===== src/uart_mode_pkg.sv =====
// Functional notes
// - Power bit low stops the channel clock and resets the channel; high runs it.
// - Power off also clears error status, transmit status, break bits and receive buffer.
// - Power off drives the serial output idle (high, low when tx_output_invert is set) and reads the input as high.
// - Transmit enable low disables and synchronously resets the transmit circuit.
// - Receive enable low disables and synchronously resets the receive circuit.
// - Parity field: 00 none, 01 zero bit, 10 odd, 11 even on both directions.
// - Zero parity mode never checks parity, so it never sets the parity error bit.
// - Character length bit selects 7 data bits at 0 and 8 at 1.
// - Stop select bit gives one transmitted stop bit at 0, two at 1.
// - Receiver always checks exactly one stop bit.
// - Error routing 0 raises only the error interrupt, 1 only the completion interrupt.
// - Enabling reception on a low input starts reception at once.
// - Enables are synchronised to the base clock; wait two base clocks to re-enable.
// - Mode register: 8 bits, reset 01, power/tx/rx/parity[1:0]/length/stop/route.
// - Parity error set at reception end when odd or even parity mismatches.
`default_nettype none
package uart_mode_pkg;
    localparam int NUM_CH = 2;
    // Mode register fields
    localparam int POWER_BIT = 7;
    localparam int TXE_BIT = 6;
    localparam int RXE_BIT = 5;
    localparam int PAR_HI_BIT = 4;
    localparam int PAR_LO_BIT = 3;
    localparam int CLEN_BIT = 2;
    localparam int STOP_BIT = 1;
    localparam int ROUTE_BIT = 0;
    // Error status fields
    localparam int PE_BIT = 2;
    localparam int FE_BIT = 1;
    localparam int OVE_BIT = 0;
    // Extended control break bits
    localparam int BRK_RX_BIT = 7;
    localparam int BRK_TX_BIT = 6;
    // Reset values
    localparam logic [7:0] MODE_RESET = 8'h01;
    localparam logic [7:0] RXB_RESET = 8'hff;
    localparam logic [7:0] TXB_RESET = 8'hff;
    // Word indices; byte address is four times the index
    localparam logic [15:0] MODE_IDX_CH0 = 16'hff2e;
    localparam logic [15:0] MODE_IDX_CH1 = 16'hff2f;
    localparam logic [15:0] AUX_BASE_IDX = 16'h0100;
    localparam logic [15:0] AUX_CH_STRIDE = 16'h0010;
    localparam logic [15:0] ERR_OFS = 16'h0000;
    localparam logic [15:0] TXST_OFS = 16'h0001;
    localparam logic [15:0] RXB_OFS = 16'h0002;
    localparam logic [15:0] TXB_OFS = 16'h0003;
    localparam logic [15:0] EXT_OFS = 16'h0004;
    typedef enum logic [1:0] {
        PAR_NONE,
        PAR_ZERO,
        PAR_ODD,
        PAR_EVEN
    } parity_mode_type;
endpackage
`default_nettype wire

===== src/mode_chan_if.sv =====
`timescale 1ns/10ps
`default_nettype none
interface mode_chan_if;
    logic wr_mode;
    logic wr_txb;
    logic wr_ext;
    logic rd_err;
    logic rd_rxb;
    logic [7:0] wdata;
    logic [7:0] mode;
    logic [2:0] err;
    logic [1:0] txstate;
    logic [7:0] rxb;
    logic [7:0] txb;
    logic [1:0] brk;
    modport ctrl (output wr_mode, wr_txb, wr_ext, rd_err, rd_rxb, wdata,
                  input mode, err, txstate, rxb, txb, brk);
    modport chan (input wr_mode, wr_txb, wr_ext, rd_err, rd_rxb, wdata,
                  output mode, err, txstate, rxb, txb, brk);
endinterface
`default_nettype wire


===== src/uart_mode_channel.sv =====
`timescale 1ns/10ps
`default_nettype none
module uart_mode_channel
    import uart_mode_pkg::*;
(
    input wire logic core_clk,
    input wire logic rstn,
    mode_chan_if.chan bus,
    input wire logic base_tick,
    input wire logic rx_char_valid,
    input wire logic [7:0] rx_char,
    input wire logic rx_parity_bit,
    input wire logic rx_stop_bit,
    input wire logic tx_idle,
    input wire logic tx_frame_done,
    input wire logic tx_line,
    input wire logic serial_in_pin,
    input wire logic tx_output_invert,
    output logic serial_out_pin,
    output logic rx_line,
    output logic channel_clk_run,
    output logic tx_run,
    output logic rx_run,
    output logic tx_load,
    output logic [7:0] tx_data,
    output logic tx_parity_en,
    output logic tx_parity_bit,
    output logic tx_stop_two,
    output logic char_len8,
    output logic rx_done_irq,
    output logic rx_error_irq
);
    typedef struct packed {
        logic [7:0] mode;
        logic txen_s;
        logic rxen_s;
        logic [2:0] err;
        logic [7:0] rxb;
        logic rxfull;
        logic [7:0] txb;
        logic txbf;
        logic txsf;
        logic [1:0] brk;
        logic load;
        logic [7:0] tdata;
        logic tpar;
        logic done_irq;
        logic err_irq;
    } chan_state_type;

    chan_state_type st_q, st_d;
    logic power;
    parity_mode_type pmode;
    logic [7:0] rx_masked;
    logic [7:0] tx_masked;
    logic pe_new;
    logic fe_new;
    logic ove_new;
    logic any_err;

    assign power = st_q.mode[POWER_BIT];
    assign pmode = parity_mode_type'(st_q.mode[PAR_HI_BIT:PAR_LO_BIT]);

    // **************************************************
    // Pin gating
    // **************************************************
    // Combinational so the pins go idle in the same cycle power drops
    assign serial_out_pin = (power ? tx_line : 1'b1) ^ tx_output_invert;
    assign rx_line = power ? serial_in_pin : 1'b1;
    assign channel_clk_run = power;
    // A low line at enable starts reception at once; the shifter sees rx_line
    assign tx_run = power & st_q.txen_s;
    assign rx_run = power & st_q.rxen_s;

    assign char_len8 = st_q.mode[CLEN_BIT];
    assign tx_stop_two = st_q.mode[STOP_BIT];
    assign tx_parity_en = (pmode != PAR_NONE);
    assign tx_load = st_q.load;
    assign tx_data = st_q.tdata;
    assign tx_parity_bit = st_q.tpar;
    assign rx_done_irq = st_q.done_irq;
    assign rx_error_irq = st_q.err_irq;

    assign bus.mode = st_q.mode;
    assign bus.err = st_q.err;
    assign bus.txstate = {st_q.txbf, st_q.txsf};
    assign bus.rxb = st_q.rxb;
    assign bus.txb = st_q.txb;
    assign bus.brk = st_q.brk;

    // **************************************************
    // Receive checks
    // **************************************************
    assign rx_masked = st_q.mode[CLEN_BIT] ? rx_char : {1'b0, rx_char[6:0]};
    assign tx_masked = st_q.mode[CLEN_BIT] ? st_q.txb : {1'b0, st_q.txb[6:0]};
    always_comb begin
        pe_new = 1'b0;
        case (pmode)
            PAR_ODD: pe_new = ~(^{rx_masked, rx_parity_bit});
            PAR_EVEN: pe_new = ^{rx_masked, rx_parity_bit};
            default: pe_new = 1'b0;
        endcase
    end
    // Only the first stop bit is ever looked at
    assign fe_new = ~rx_stop_bit;
    // A read in the same cycle frees the buffer, so the new character is kept
    assign ove_new = st_q.rxfull & ~bus.rd_rxb;
    assign any_err = pe_new | fe_new | ove_new;

    // **************************************************
    // State update
    // **************************************************
    always_comb begin
        st_d = st_q;
        st_d.load = 1'b0;
        st_d.done_irq = 1'b0;
        st_d.err_irq = 1'b0;
        if (bus.wr_mode) begin
            st_d.mode = bus.wdata;
        end
        if (bus.wr_ext) begin
            st_d.brk = {bus.wdata[BRK_RX_BIT], bus.wdata[BRK_TX_BIT]};
        end
        // Enables follow the base clock, so a re-enable inside two ticks may miss the reset
        if (base_tick) begin
            st_d.txen_s = st_q.mode[TXE_BIT];
            st_d.rxen_s = st_q.mode[RXE_BIT];
        end
        if (bus.rd_err) begin
            st_d.err = 3'h0;
        end
        if (bus.rd_rxb) begin
            st_d.rxfull = 1'b0;
        end
        // Writes before the enable has passed the base clock are dropped
        if (bus.wr_txb && tx_run && !st_q.txbf) begin
            st_d.txb = bus.wdata;
            st_d.txbf = 1'b1;
        end
        if (tx_frame_done) begin
            st_d.txsf = 1'b0;
        end
        if (tx_run && st_q.txbf && tx_idle && !st_q.load) begin
            st_d.load = 1'b1;
            st_d.tdata = tx_masked;
            st_d.txbf = 1'b0;
            st_d.txsf = 1'b1;
            case (pmode)
                PAR_ODD: st_d.tpar = ~(^tx_masked);
                PAR_EVEN: st_d.tpar = ^tx_masked;
                default: st_d.tpar = 1'b0;
            endcase
        end
        // Set after clear, so an event in the read cycle is kept
        if (rx_run && rx_char_valid) begin
            st_d.err = st_d.err | {pe_new, fe_new, ove_new};
            if (!ove_new) begin
                st_d.rxb = rx_masked;
                st_d.rxfull = 1'b1;
            end
            st_d.done_irq = ~any_err | st_q.mode[ROUTE_BIT];
            st_d.err_irq = any_err & ~st_q.mode[ROUTE_BIT];
        end
        if (!tx_run) begin
            st_d.txbf = 1'b0;
            st_d.txsf = 1'b0;
            st_d.load = 1'b0;
        end
        if (!rx_run) begin
            st_d.err = 3'h0;
            st_d.done_irq = 1'b0;
            st_d.err_irq = 1'b0;
        end
        if (!power) begin
            st_d.txen_s = 1'b0;
            st_d.rxen_s = 1'b0;
            st_d.err = 3'h0;
            st_d.rxb = RXB_RESET;
            st_d.rxfull = 1'b0;
            st_d.brk = 2'h0;
        end
    end

    always_ff @(posedge core_clk or negedge rstn) begin
        if (!rstn) begin
            st_q <= '{mode: MODE_RESET, rxb: RXB_RESET, txb: TXB_RESET, default: '0};
        end else begin
            st_q <= st_d;
        end
    end
endmodule
`default_nettype wire


===== src/uart_mode_control.sv =====
// Local design decision: the APB register port.
`timescale 1ns/10ps
`default_nettype none
module uart_mode_control
    import uart_mode_pkg::*;
(
    input wire logic core_clk,
    input wire logic rstn,
    input wire logic psel,
    input wire logic penable,
    input wire logic pwrite,
    input wire logic [17:0] paddr,
    input wire logic [31:0] pwdata,
    output logic [31:0] prdata,
    output logic pready,
    output logic pslverr,
    input wire logic [1:0] base_tick,
    input wire logic [1:0] rx_char_valid,
    input wire logic [15:0] rx_char,
    input wire logic [1:0] rx_parity_bit,
    input wire logic [1:0] rx_stop_bit,
    input wire logic [1:0] tx_idle,
    input wire logic [1:0] tx_frame_done,
    input wire logic [1:0] tx_line,
    input wire logic [1:0] serial_in_pin,
    input wire logic [1:0] tx_output_invert,
    output logic [1:0] serial_out_pin,
    output logic [1:0] rx_line,
    output logic [1:0] channel_clk_run,
    output logic [1:0] tx_run,
    output logic [1:0] rx_run,
    output logic [1:0] tx_load,
    output logic [15:0] tx_data,
    output logic [1:0] tx_parity_en,
    output logic [1:0] tx_parity_bit,
    output logic [1:0] tx_stop_two,
    output logic [1:0] char_len8,
    output logic [1:0] rx_done_irq,
    output logic [1:0] rx_error_irq
);
    typedef struct packed {
        logic done;
        logic hit;
        logic [31:0] rdata;
    } apb_state_type;

    apb_state_type st_q, st_d;
    logic [15:0] idx;
    logic [15:0] aux_ofs;
    logic [7:0] mode_v [NUM_CH];
    logic [2:0] err_v [NUM_CH];
    logic [1:0] txst_v [NUM_CH];
    logic [7:0] rxb_v [NUM_CH];
    logic [7:0] txb_v [NUM_CH];
    logic [1:0] brk_v [NUM_CH];
    logic [NUM_CH-1:0] sel_mode, sel_err, sel_txst, sel_rxb, sel_txb, sel_ext;
    logic [31:0] rd_mux;
    logic any_hit;
    logic commit;

    assign idx = paddr[17:2];
    assign commit = st_q.done & psel & penable;

    // **************************************************
    // Address decode
    // **************************************************
    always_comb begin
        sel_mode = '0;
        sel_err = '0;
        sel_txst = '0;
        sel_rxb = '0;
        sel_txb = '0;
        sel_ext = '0;
        aux_ofs = 16'h0000;
        for (int i = 0; i < NUM_CH; i++) begin
            aux_ofs = AUX_BASE_IDX + AUX_CH_STRIDE * 16'(i);
            if (idx == ((i == 0) ? MODE_IDX_CH0 : MODE_IDX_CH1)) begin
                sel_mode[i] = 1'b1;
            end else if (idx == aux_ofs + ERR_OFS) begin
                sel_err[i] = 1'b1;
            end else if (idx == aux_ofs + TXST_OFS) begin
                sel_txst[i] = 1'b1;
            end else if (idx == aux_ofs + RXB_OFS) begin
                sel_rxb[i] = 1'b1;
            end else if (idx == aux_ofs + TXB_OFS) begin
                sel_txb[i] = 1'b1;
            end else if (idx == aux_ofs + EXT_OFS) begin
                sel_ext[i] = 1'b1;
            end
        end
    end

    always_comb begin
        rd_mux = 32'h0000_0000;
        any_hit = 1'b0;
        for (int i = 0; i < NUM_CH; i++) begin
            if (sel_mode[i]) begin
                rd_mux = {24'h00_0000, mode_v[i]};
                any_hit = 1'b1;
            end else if (sel_err[i]) begin
                rd_mux = {29'h0000_0000, err_v[i]};
                any_hit = 1'b1;
            end else if (sel_txst[i]) begin
                rd_mux = {30'h0000_0000, txst_v[i]};
                any_hit = 1'b1;
            end else if (sel_rxb[i]) begin
                rd_mux = {24'h00_0000, rxb_v[i]};
                any_hit = 1'b1;
            end else if (sel_txb[i]) begin
                rd_mux = {24'h00_0000, txb_v[i]};
                any_hit = 1'b1;
            end else if (sel_ext[i]) begin
                rd_mux = {24'h00_0000, brk_v[i], 6'h00};
                any_hit = 1'b1;
            end
        end
    end

    // **************************************************
    // Bus slave
    // **************************************************
    // One wait state keeps read data registered
    always_comb begin
        st_d = st_q;
        if (st_q.done) begin
            st_d.done = 1'b0;
        end else if (psel && penable) begin
            st_d.done = 1'b1;
            st_d.hit = any_hit;
            st_d.rdata = pwrite ? 32'h0000_0000 : rd_mux;
        end
    end

    always_ff @(posedge core_clk or negedge rstn) begin
        if (!rstn) begin
            st_q <= '0;
        end else begin
            st_q <= st_d;
        end
    end

    assign pready = st_q.done;
    assign prdata = st_q.rdata;
    // Unmapped addresses answer with an error and read as zero
    assign pslverr = st_q.done & ~st_q.hit;

    // **************************************************
    // Channels
    // **************************************************
    generate
        for (genvar g = 0; g < NUM_CH; g++) begin : gen_ch
            mode_chan_if bus ();
            assign bus.wr_mode = commit & pwrite & sel_mode[g];
            assign bus.wr_txb = commit & pwrite & sel_txb[g];
            assign bus.wr_ext = commit & pwrite & sel_ext[g];
            assign bus.rd_err = commit & ~pwrite & sel_err[g];
            assign bus.rd_rxb = commit & ~pwrite & sel_rxb[g];
            assign bus.wdata = pwdata[7:0];
            assign mode_v[g] = bus.mode;
            assign err_v[g] = bus.err;
            assign txst_v[g] = bus.txstate;
            assign rxb_v[g] = bus.rxb;
            assign txb_v[g] = bus.txb;
            assign brk_v[g] = bus.brk;
            uart_mode_channel u_chan (
                .core_clk(core_clk),
                .rstn(rstn),
                .bus(bus),
                .base_tick(base_tick[g]),
                .rx_char_valid(rx_char_valid[g]),
                .rx_char(rx_char[8*g +: 8]),
                .rx_parity_bit(rx_parity_bit[g]),
                .rx_stop_bit(rx_stop_bit[g]),
                .tx_idle(tx_idle[g]),
                .tx_frame_done(tx_frame_done[g]),
                .tx_line(tx_line[g]),
                .serial_in_pin(serial_in_pin[g]),
                .tx_output_invert(tx_output_invert[g]),
                .serial_out_pin(serial_out_pin[g]),
                .rx_line(rx_line[g]),
                .channel_clk_run(channel_clk_run[g]),
                .tx_run(tx_run[g]),
                .rx_run(rx_run[g]),
                .tx_load(tx_load[g]),
                .tx_data(tx_data[8*g +: 8]),
                .tx_parity_en(tx_parity_en[g]),
                .tx_parity_bit(tx_parity_bit[g]),
                .tx_stop_two(tx_stop_two[g]),
                .char_len8(char_len8[g]),
                .rx_done_irq(rx_done_irq[g]),
                .rx_error_irq(rx_error_irq[g])
            );
        end
    endgenerate
endmodule
`default_nettype wire


===== config.mk =====
export PLATFORM = sky130hd
export DESIGN_NAME = uart_mode_control
export DESIGN_NICKNAME = d
export VERILOG_FILES = /design/src/uart_mode_pkg.sv /design/src/mode_chan_if.sv /design/src/uart_mode_channel.sv /design/src/uart_mode_control.sv
export SDC_FILE = /design/constraint.sdc
export NUM_CORES = 1
export LEC_CHECK = 0
export BUFFER_PORTS_ARGS = -buffer_cell sky130_fd_sc_hd__buf_2
export CORE_ASPECT_RATIO = 0.5
export CORE_MARGIN = 2
export CORE_UTILIZATION = 45
export CTS_CLUSTER_DIAMETER = 50
export CTS_CLUSTER_SIZE = 28
export DETAILED_ROUTE_END_ITERATION = 7
export PLACE_DENSITY = 0.82
export SLEW_MARGIN = 0
export SYNTH_ARGS = -nofsm -noshare
export SYNTH_HDL_FRONTEND = slang
export SYNTH_SLANG_ARGS = --single-unit
export TNS_END_PERCENT = 50

===== constraint.sdc =====
create_clock -name core_clk -period 2.2 [get_ports core_clk]
set_clock_uncertainty 0.2 [all_clocks]
set_input_delay 0.33 -clock core_clk [delete_from_list [all_inputs] [get_ports core_clk]]
set_output_delay 0.33 -clock core_clk [all_outputs]
set_load 0.01 [all_outputs]

== Yosys cells after proc, flatten, opt, wreduce, memory -nomap -nowiden ==
Index checks and enable logic that the tools add are counted.
Operators by class
  equal/unequal tests: 28
  reductions and logical operators: 26
  bitwise operators: 48
  muxes and demuxes: 115
Operator list (count)
  $mux 32: 7
  $eq 16x9->1 const B: 10
  $mux 8: 10
  $mux 1: 67
  $mux 34: 1
  $eq 16x16->1 const B: 2
  $mux 14: 2
  $mux 2: 14
  $mux 12: 2
  $and 1x1->1: 23
  $mux 10: 2
  $mux 9: 2
  $reduce_xor 9->1: 2
  $ne 2x2->1 const B: 8
  $reduce_xor 8->1: 2
  $not 1->1: 15
  $logic_and 1x1->1: 13
  $mux 3: 4
  $ne 3x3->1 const B: 4
  $eq 2x2->1 const B: 4
  $pmux 1 s2: 4
  $or 1x1->1: 6
  $or 3x3->3: 2
  $reduce_and 2->1: 3
  3 further kinds: 8
Storage, ports and cells
  output and inout bits: 74
  bits of input ports: 89
  register bits: 126
  word-level logic and storage cells: 250

== Depth between registers and ports, before layout ==
  depth in word-level cells: 22
  depth in mapped cells: 7
  gate-level depth less buffers: 5

== By module ==
A second synthesis with hierarchy kept.
Second synthesis, totals
  cell total of the unflattened synthesis: 644
  area, all modules: 6357.3 µm²
Modules (own cells, without submodules)
  uart_mode_channel: instances 2, area an instance 2328.5 µm², sequential area each 1172.4 µm², cells an instance 203
  uart_mode_control: instances 1, area an instance 1700.4 µm², sequential area each 250.2 µm², cells an instance 238

== Worst setup path after synthesis ==
OpenSTA, ideal clock, no wires.
  path type: input to register
  start: in paddr[14]
  end: reg gen_ch[1].u_chan.st_q, in the netlist gen_ch[1].u_chan.bus.txb[0]
  path slack: -260 ps
  cell stages on the path: 6
  library setup time: 82 ps
  data arrival time: 2178 ps
  buffers on the path: 1
  required time: 1918 ps
  cell sequence: or4_4 > nor4_4 > nand2_1 > or4_1 > buf_6 > mux2_4
Between the ends
  word-level cells in the longest chain between the ends: 9
  elaborated cells between the ends (all ways): 13
  those cells by class: 5 x eq/ne; 5 x mux; 1 x bitwise; 2 x reduce/logical
RTL lines
  from (decl): line uart_mode_control.sv:12  | input wire logic [17:0] paddr,
  $eq 16x9->1: line uart_mode_control.sv:85  | end else if (idx == aux_ofs + TXB_OFS) begin
  $mux 1: line uart_mode_control.sv:85
  $mux 1: line uart_mode_control.sv:83  | end else if (idx == aux_ofs + RXB_OFS) begin
  $mux 1: line uart_mode_control.sv:81  | end else if (idx == aux_ofs + TXST_OFS) begin
  $mux 1: line uart_mode_control.sv:79  | end else if (idx == aux_ofs + ERR_OFS) begin
  $mux 1 (*): line uart_mode_control.sv:77  | if (idx == ((i == 0) ? MODE_IDX_CH0 : MODE_IDX_CH1)) begin
  $and 1x1->1 (*): line uart_mode_control.sv:154  | assign bus.wr_txb = commit & pwrite & sel_txb[g];
  $logic_and 1x1->1 (*) (2 in a row): line uart_mode_channel.sv:136  | if (bus.wr_txb && tx_run && !st_q.txbf) begin
  to (signal assigned): line uart_mode_channel.sv:188  | st_q <= st_d;
  to (decl): line uart_mode_channel.sv:51  | chan_state_type st_q, st_d;
Every way passes the cells marked *; elsewhere a longest branch is shown, timed or not.
A chain may end at the register's enable or synchronous reset.

== Worst setup path after layout ==
  start: in paddr[16]
  end: reg gen_ch[1].u_chan.st_q, in the netlist gen_ch[1].u_chan.bus.txb[4]
Same word-level chain as after synthesis.

==> metrics.md <==
| Metric | Value |
|---|---|
| Worst-case reg-to-reg path depth | `5` |
| Pre-Repair DR Iteration Count | `7` |
| TritonCTS Buffers | `9` |
| Setup violations, final | `0` |
| Share of layout cells above drive strength 1 | `0.3849` |
| Final WL | `16.82 mm` |
| Vias in the first global route | `4946` |
| CP startpoint kind | `input port` |
| Hold Fails Final Rpt | `0` |
| Min cycle time layout | `2.167 ns` |
| Top cell type by total area after synthesis | `dfrtp_1` |
| Routed wire length per instance | `18.43 um` |
| RSZ-0062 raised after global routing | `true` |
| GR Overflow Total | `0` |
| F_max | `461.5 MHz` |
| Clk slew on worst S/H paths | `0.07 ns` |
| Pwr Density | `548.5 nW/um^2` |
| Critical path endpoint | `gen_ch[1].u_chan.bus.txb[4]` |
| Post-synth cell types | `67` |
| Gr usage total | `0.2347` |
| Ant. Diodes | `0` |
| Syn avg cell area | `9.839 sq um` |
| Sequential share of power | `0.481` |
| Synth warn | `0` |
| First-pass GRT wire length | `26.14 mm` |
| Clock network power share | `0.423` |
| Worst R2R Start | `pready` |
| H-tree levels | `3` |
| Max_cap viols | `0` |
| Vias/cell | `5.573` |
| Antenna-violating nets left | `0` |
| Seq/Total Area, Yosys | `0.4282` |
| CP Data Required Time | `2.28 ns` |
| R2r endpoint | `gen_ch[1].u_chan.bus.txb[4]` |
| Final #Nets | `827` |
| Crit path kind | `in2reg` |
| P_leak | `0.003348 uW` |
| Synth Register Bits | `102` |
| Largest net degree at the start of global routing | `42` |
| Root Driver | `clkbuf_16` |
| Mapped Area | `6061 sq um` |
| Synth-to-Final Area Change | `17.94%` |
| Tcrit/Tclk final | `0.9849` |
| Crit. End Element | `flip-flop` |
| Setup_tns | `0 ns` |
| Initial core utilization | `0.4692` |
| DRC | `0` |
| PortBufs | `112` |
| CTS Sinks | `102` |
| Cell row count | `29` |
| Status | `completed` |
| Core ar. | `12920 sq um` |
| Clk buf depth | `2` |
| CP startpoint | `paddr[16]` |
| Internal power | `2996 uW` |
| Post-synth ARST share | `1.000` |
| CP Max Fanout | `8` |
| Max-slew headroom | `0.6017` |
| Dpl cell area | `6810 sq um` |
| Placer Congestion | `0.9313` |
| Design area | `7148 sq um` |
| Final Max Slew Viols | `0` |
| Area share of the largest cell type after synthesis | `0.2808` |
| NetSw | `924.3 uW` |
| DIE HEIGHT | `86.06 um` |
| Post-DP HPWL | `13.09 mm` |
| Top Ports | `163` |
| Worst-margin pin slew | `0.5824 ns` |
| Initial antenna violation count | `0` |
| Die Area | `14470 sq um` |
| Count leader, synth | `nand2_1` |
| Max VDD drop | `0.3062 mV` |
| Post-synth top cells | `nand2_1, buf_4, dfrtp_1` |
| Number of synthesized flops with an enable pin | `0` |
| CP Data Arrival Time | `2.24 ns` |
| Vias | `5088` |
| Cells after Synth | `616` |
| Die width | `168.1 um` |
| CTS tree | `built` |
| Worst reg-to-reg setup slack | `0.07 ns` |
| Main flop type after synthesis | `dfrtp_1` |
| Iter 0 DRT Violations | `439` |
| Sw frac | `0.2358` |
| Comb pwr share | `0.097` |
| Post-CTS setup buffers | `0` |
| Worst-Skew Late Latency | `0.35 ns` |
| Hold Path Class | `in2reg` |
| Ranking of synthesized cells by area | `dfrtp_1, dfstp_2, buf_4` |
layout by cell type, fill, tap and decap left out, drive strengths merged, types with 7 or more instances in the layout:
master  synthesis  layout
o21ai          54      54
nor2b           7       7
dfstp          34      34
mux2           36      36
xnor2          30      30
a21oi          21      21
clkbuf         21      12
dfrtp          68      68
inv            17      18
nor3           30      30
mux2i           7       7
nand2          75      75
nor2           14      14
nand2b         10      10
conb            1      24
buf            75     183
timing repair:
item | in CTS | in global routing
resized for setup | 0 | 5
endpoints found under the hold margin | 17 | 0
hold buffers | 1 | 0
setup endpoints to repair | 0 | 9
routing by layer:
| layer | track usage | share of wire | vias to the layer above |
|---|---|---|---|
| li1 | - | - | 2336 |
| met1 | 0.3124 | 0.44 | 2460 |
| met2 | 0.3794 | 0.46 | 250 |
| met3 | 0.05584 | 0.083 | 42 |
| met4 | 0.08386 | 0.021 | 0 |
| met5 | 0 | 0 | - |
final cells by class:
cell class | instances | area, sq um
clock buffers | 12 | 256.5
flip-flops and latches | 102 | 2595
fillers | 1130 | 5769
clock inverters | 4 | 53.80
repair buffers | 184 | 1145
multi-input cells | 423 | 2818
inverters | 18 | 67.56
well taps | 170 | 212.7
power by group through the flow:
stage	registers [uW]	logic (uW)	clock network (uW)
final	1880	379	1660
after global routing	1880	409	1750
after CTS	1880	373	1670
after detailed placement	1920	369	0
after global placement	1920	362	0
after floorplan	1920	199	0
kinds of logic (layout without fill, tap and decap cells):
group,count (synthesis),in the layout,synth area share
buffers and inverters,114,218,0.1239
and+or+nand+nor,195,195,0.1773
DFF,102,102,0.4282
xor gates and xnor gates,34,34,0.05367
AOI/OAI and AO/OA,127,127,0.1330
muxes,43,43,0.08340
other,1,24,0.0006187
worst max-delay path: stages:
cell     delay (ns)
buf_2          0.11
or4_4          0.53
nor4_4         0.26
nand2_1        0.11
or4_4          0.44
buf_8          0.16
mux2_4         0.30
worst min-delay path by stage:
stage	startpoint	slack, ns	endpoint	cells after the start
floorplan	rstn	-0.17	gen_ch[0].u_chan.bus.brk[0]	0
global placement	rstn	0.14	gen_ch[0].u_chan.tx_data[0]	1
detailed placement	rstn	0.14	gen_ch[0].u_chan.tx_data[0]	1
CTS	rx_stop_bit[0]	0.009	gen_ch[0].u_chan.bus.err[1]	2
global route	rx_stop_bit[0]	0.02	gen_ch[0].u_chan.bus.err[1]	2
finish	rx_stop_bit[0]	0.007	gen_ch[0].u_chan.bus.err[1]	2
sequential cells by signal, indices dropped and copies added, names as in the netlist:
name,cells
gen_ch.u_chan.tx_load,2
gen_ch.u_chan.st_q,6
st_q,1
gen_ch.u_chan.bus.txb,16
gen_ch.u_chan.bus.err,6
prdata,8
gen_ch.u_chan.bus.rxb,16
gen_ch.u_chan.bus.brk,4
gen_ch.u_chan.tx_data,16
gen_ch.u_chan.rx_done_irq,2
gen_ch.u_chan.bus.txstate,4
gen_ch.u_chan.bus.mode,16
pready,1
gen_ch.u_chan.tx_parity_bit,2
gen_ch.u_chan.rx_error_irq,2
per-stage QoR:
| stage | hold slack [ns] | cells | util | power (uW) | setup WS (ns) |
|---|---|---|---|---|---|
| floorplan | -0.1656 | 639 | - | 2117 | -0.2209 |
| global placement | 0.1420 | 896 | 0.5272 | 2280 | -0.3195 |
| detailed placement | 0.1445 | 896 | 0.5272 | 2287 | -0.3544 |
| CTS | 0.008730 | 913 | 0.5520 | 3930 | 0.01072 |
| global route | 0.01901 | 913 | 0.5534 | 4042 | -0.007228 |
| finish | 0.007210 | 913 | 0.5534 | 3921 | 0.03318 |
Note: power is estimated with default switching activity, not from simulation.
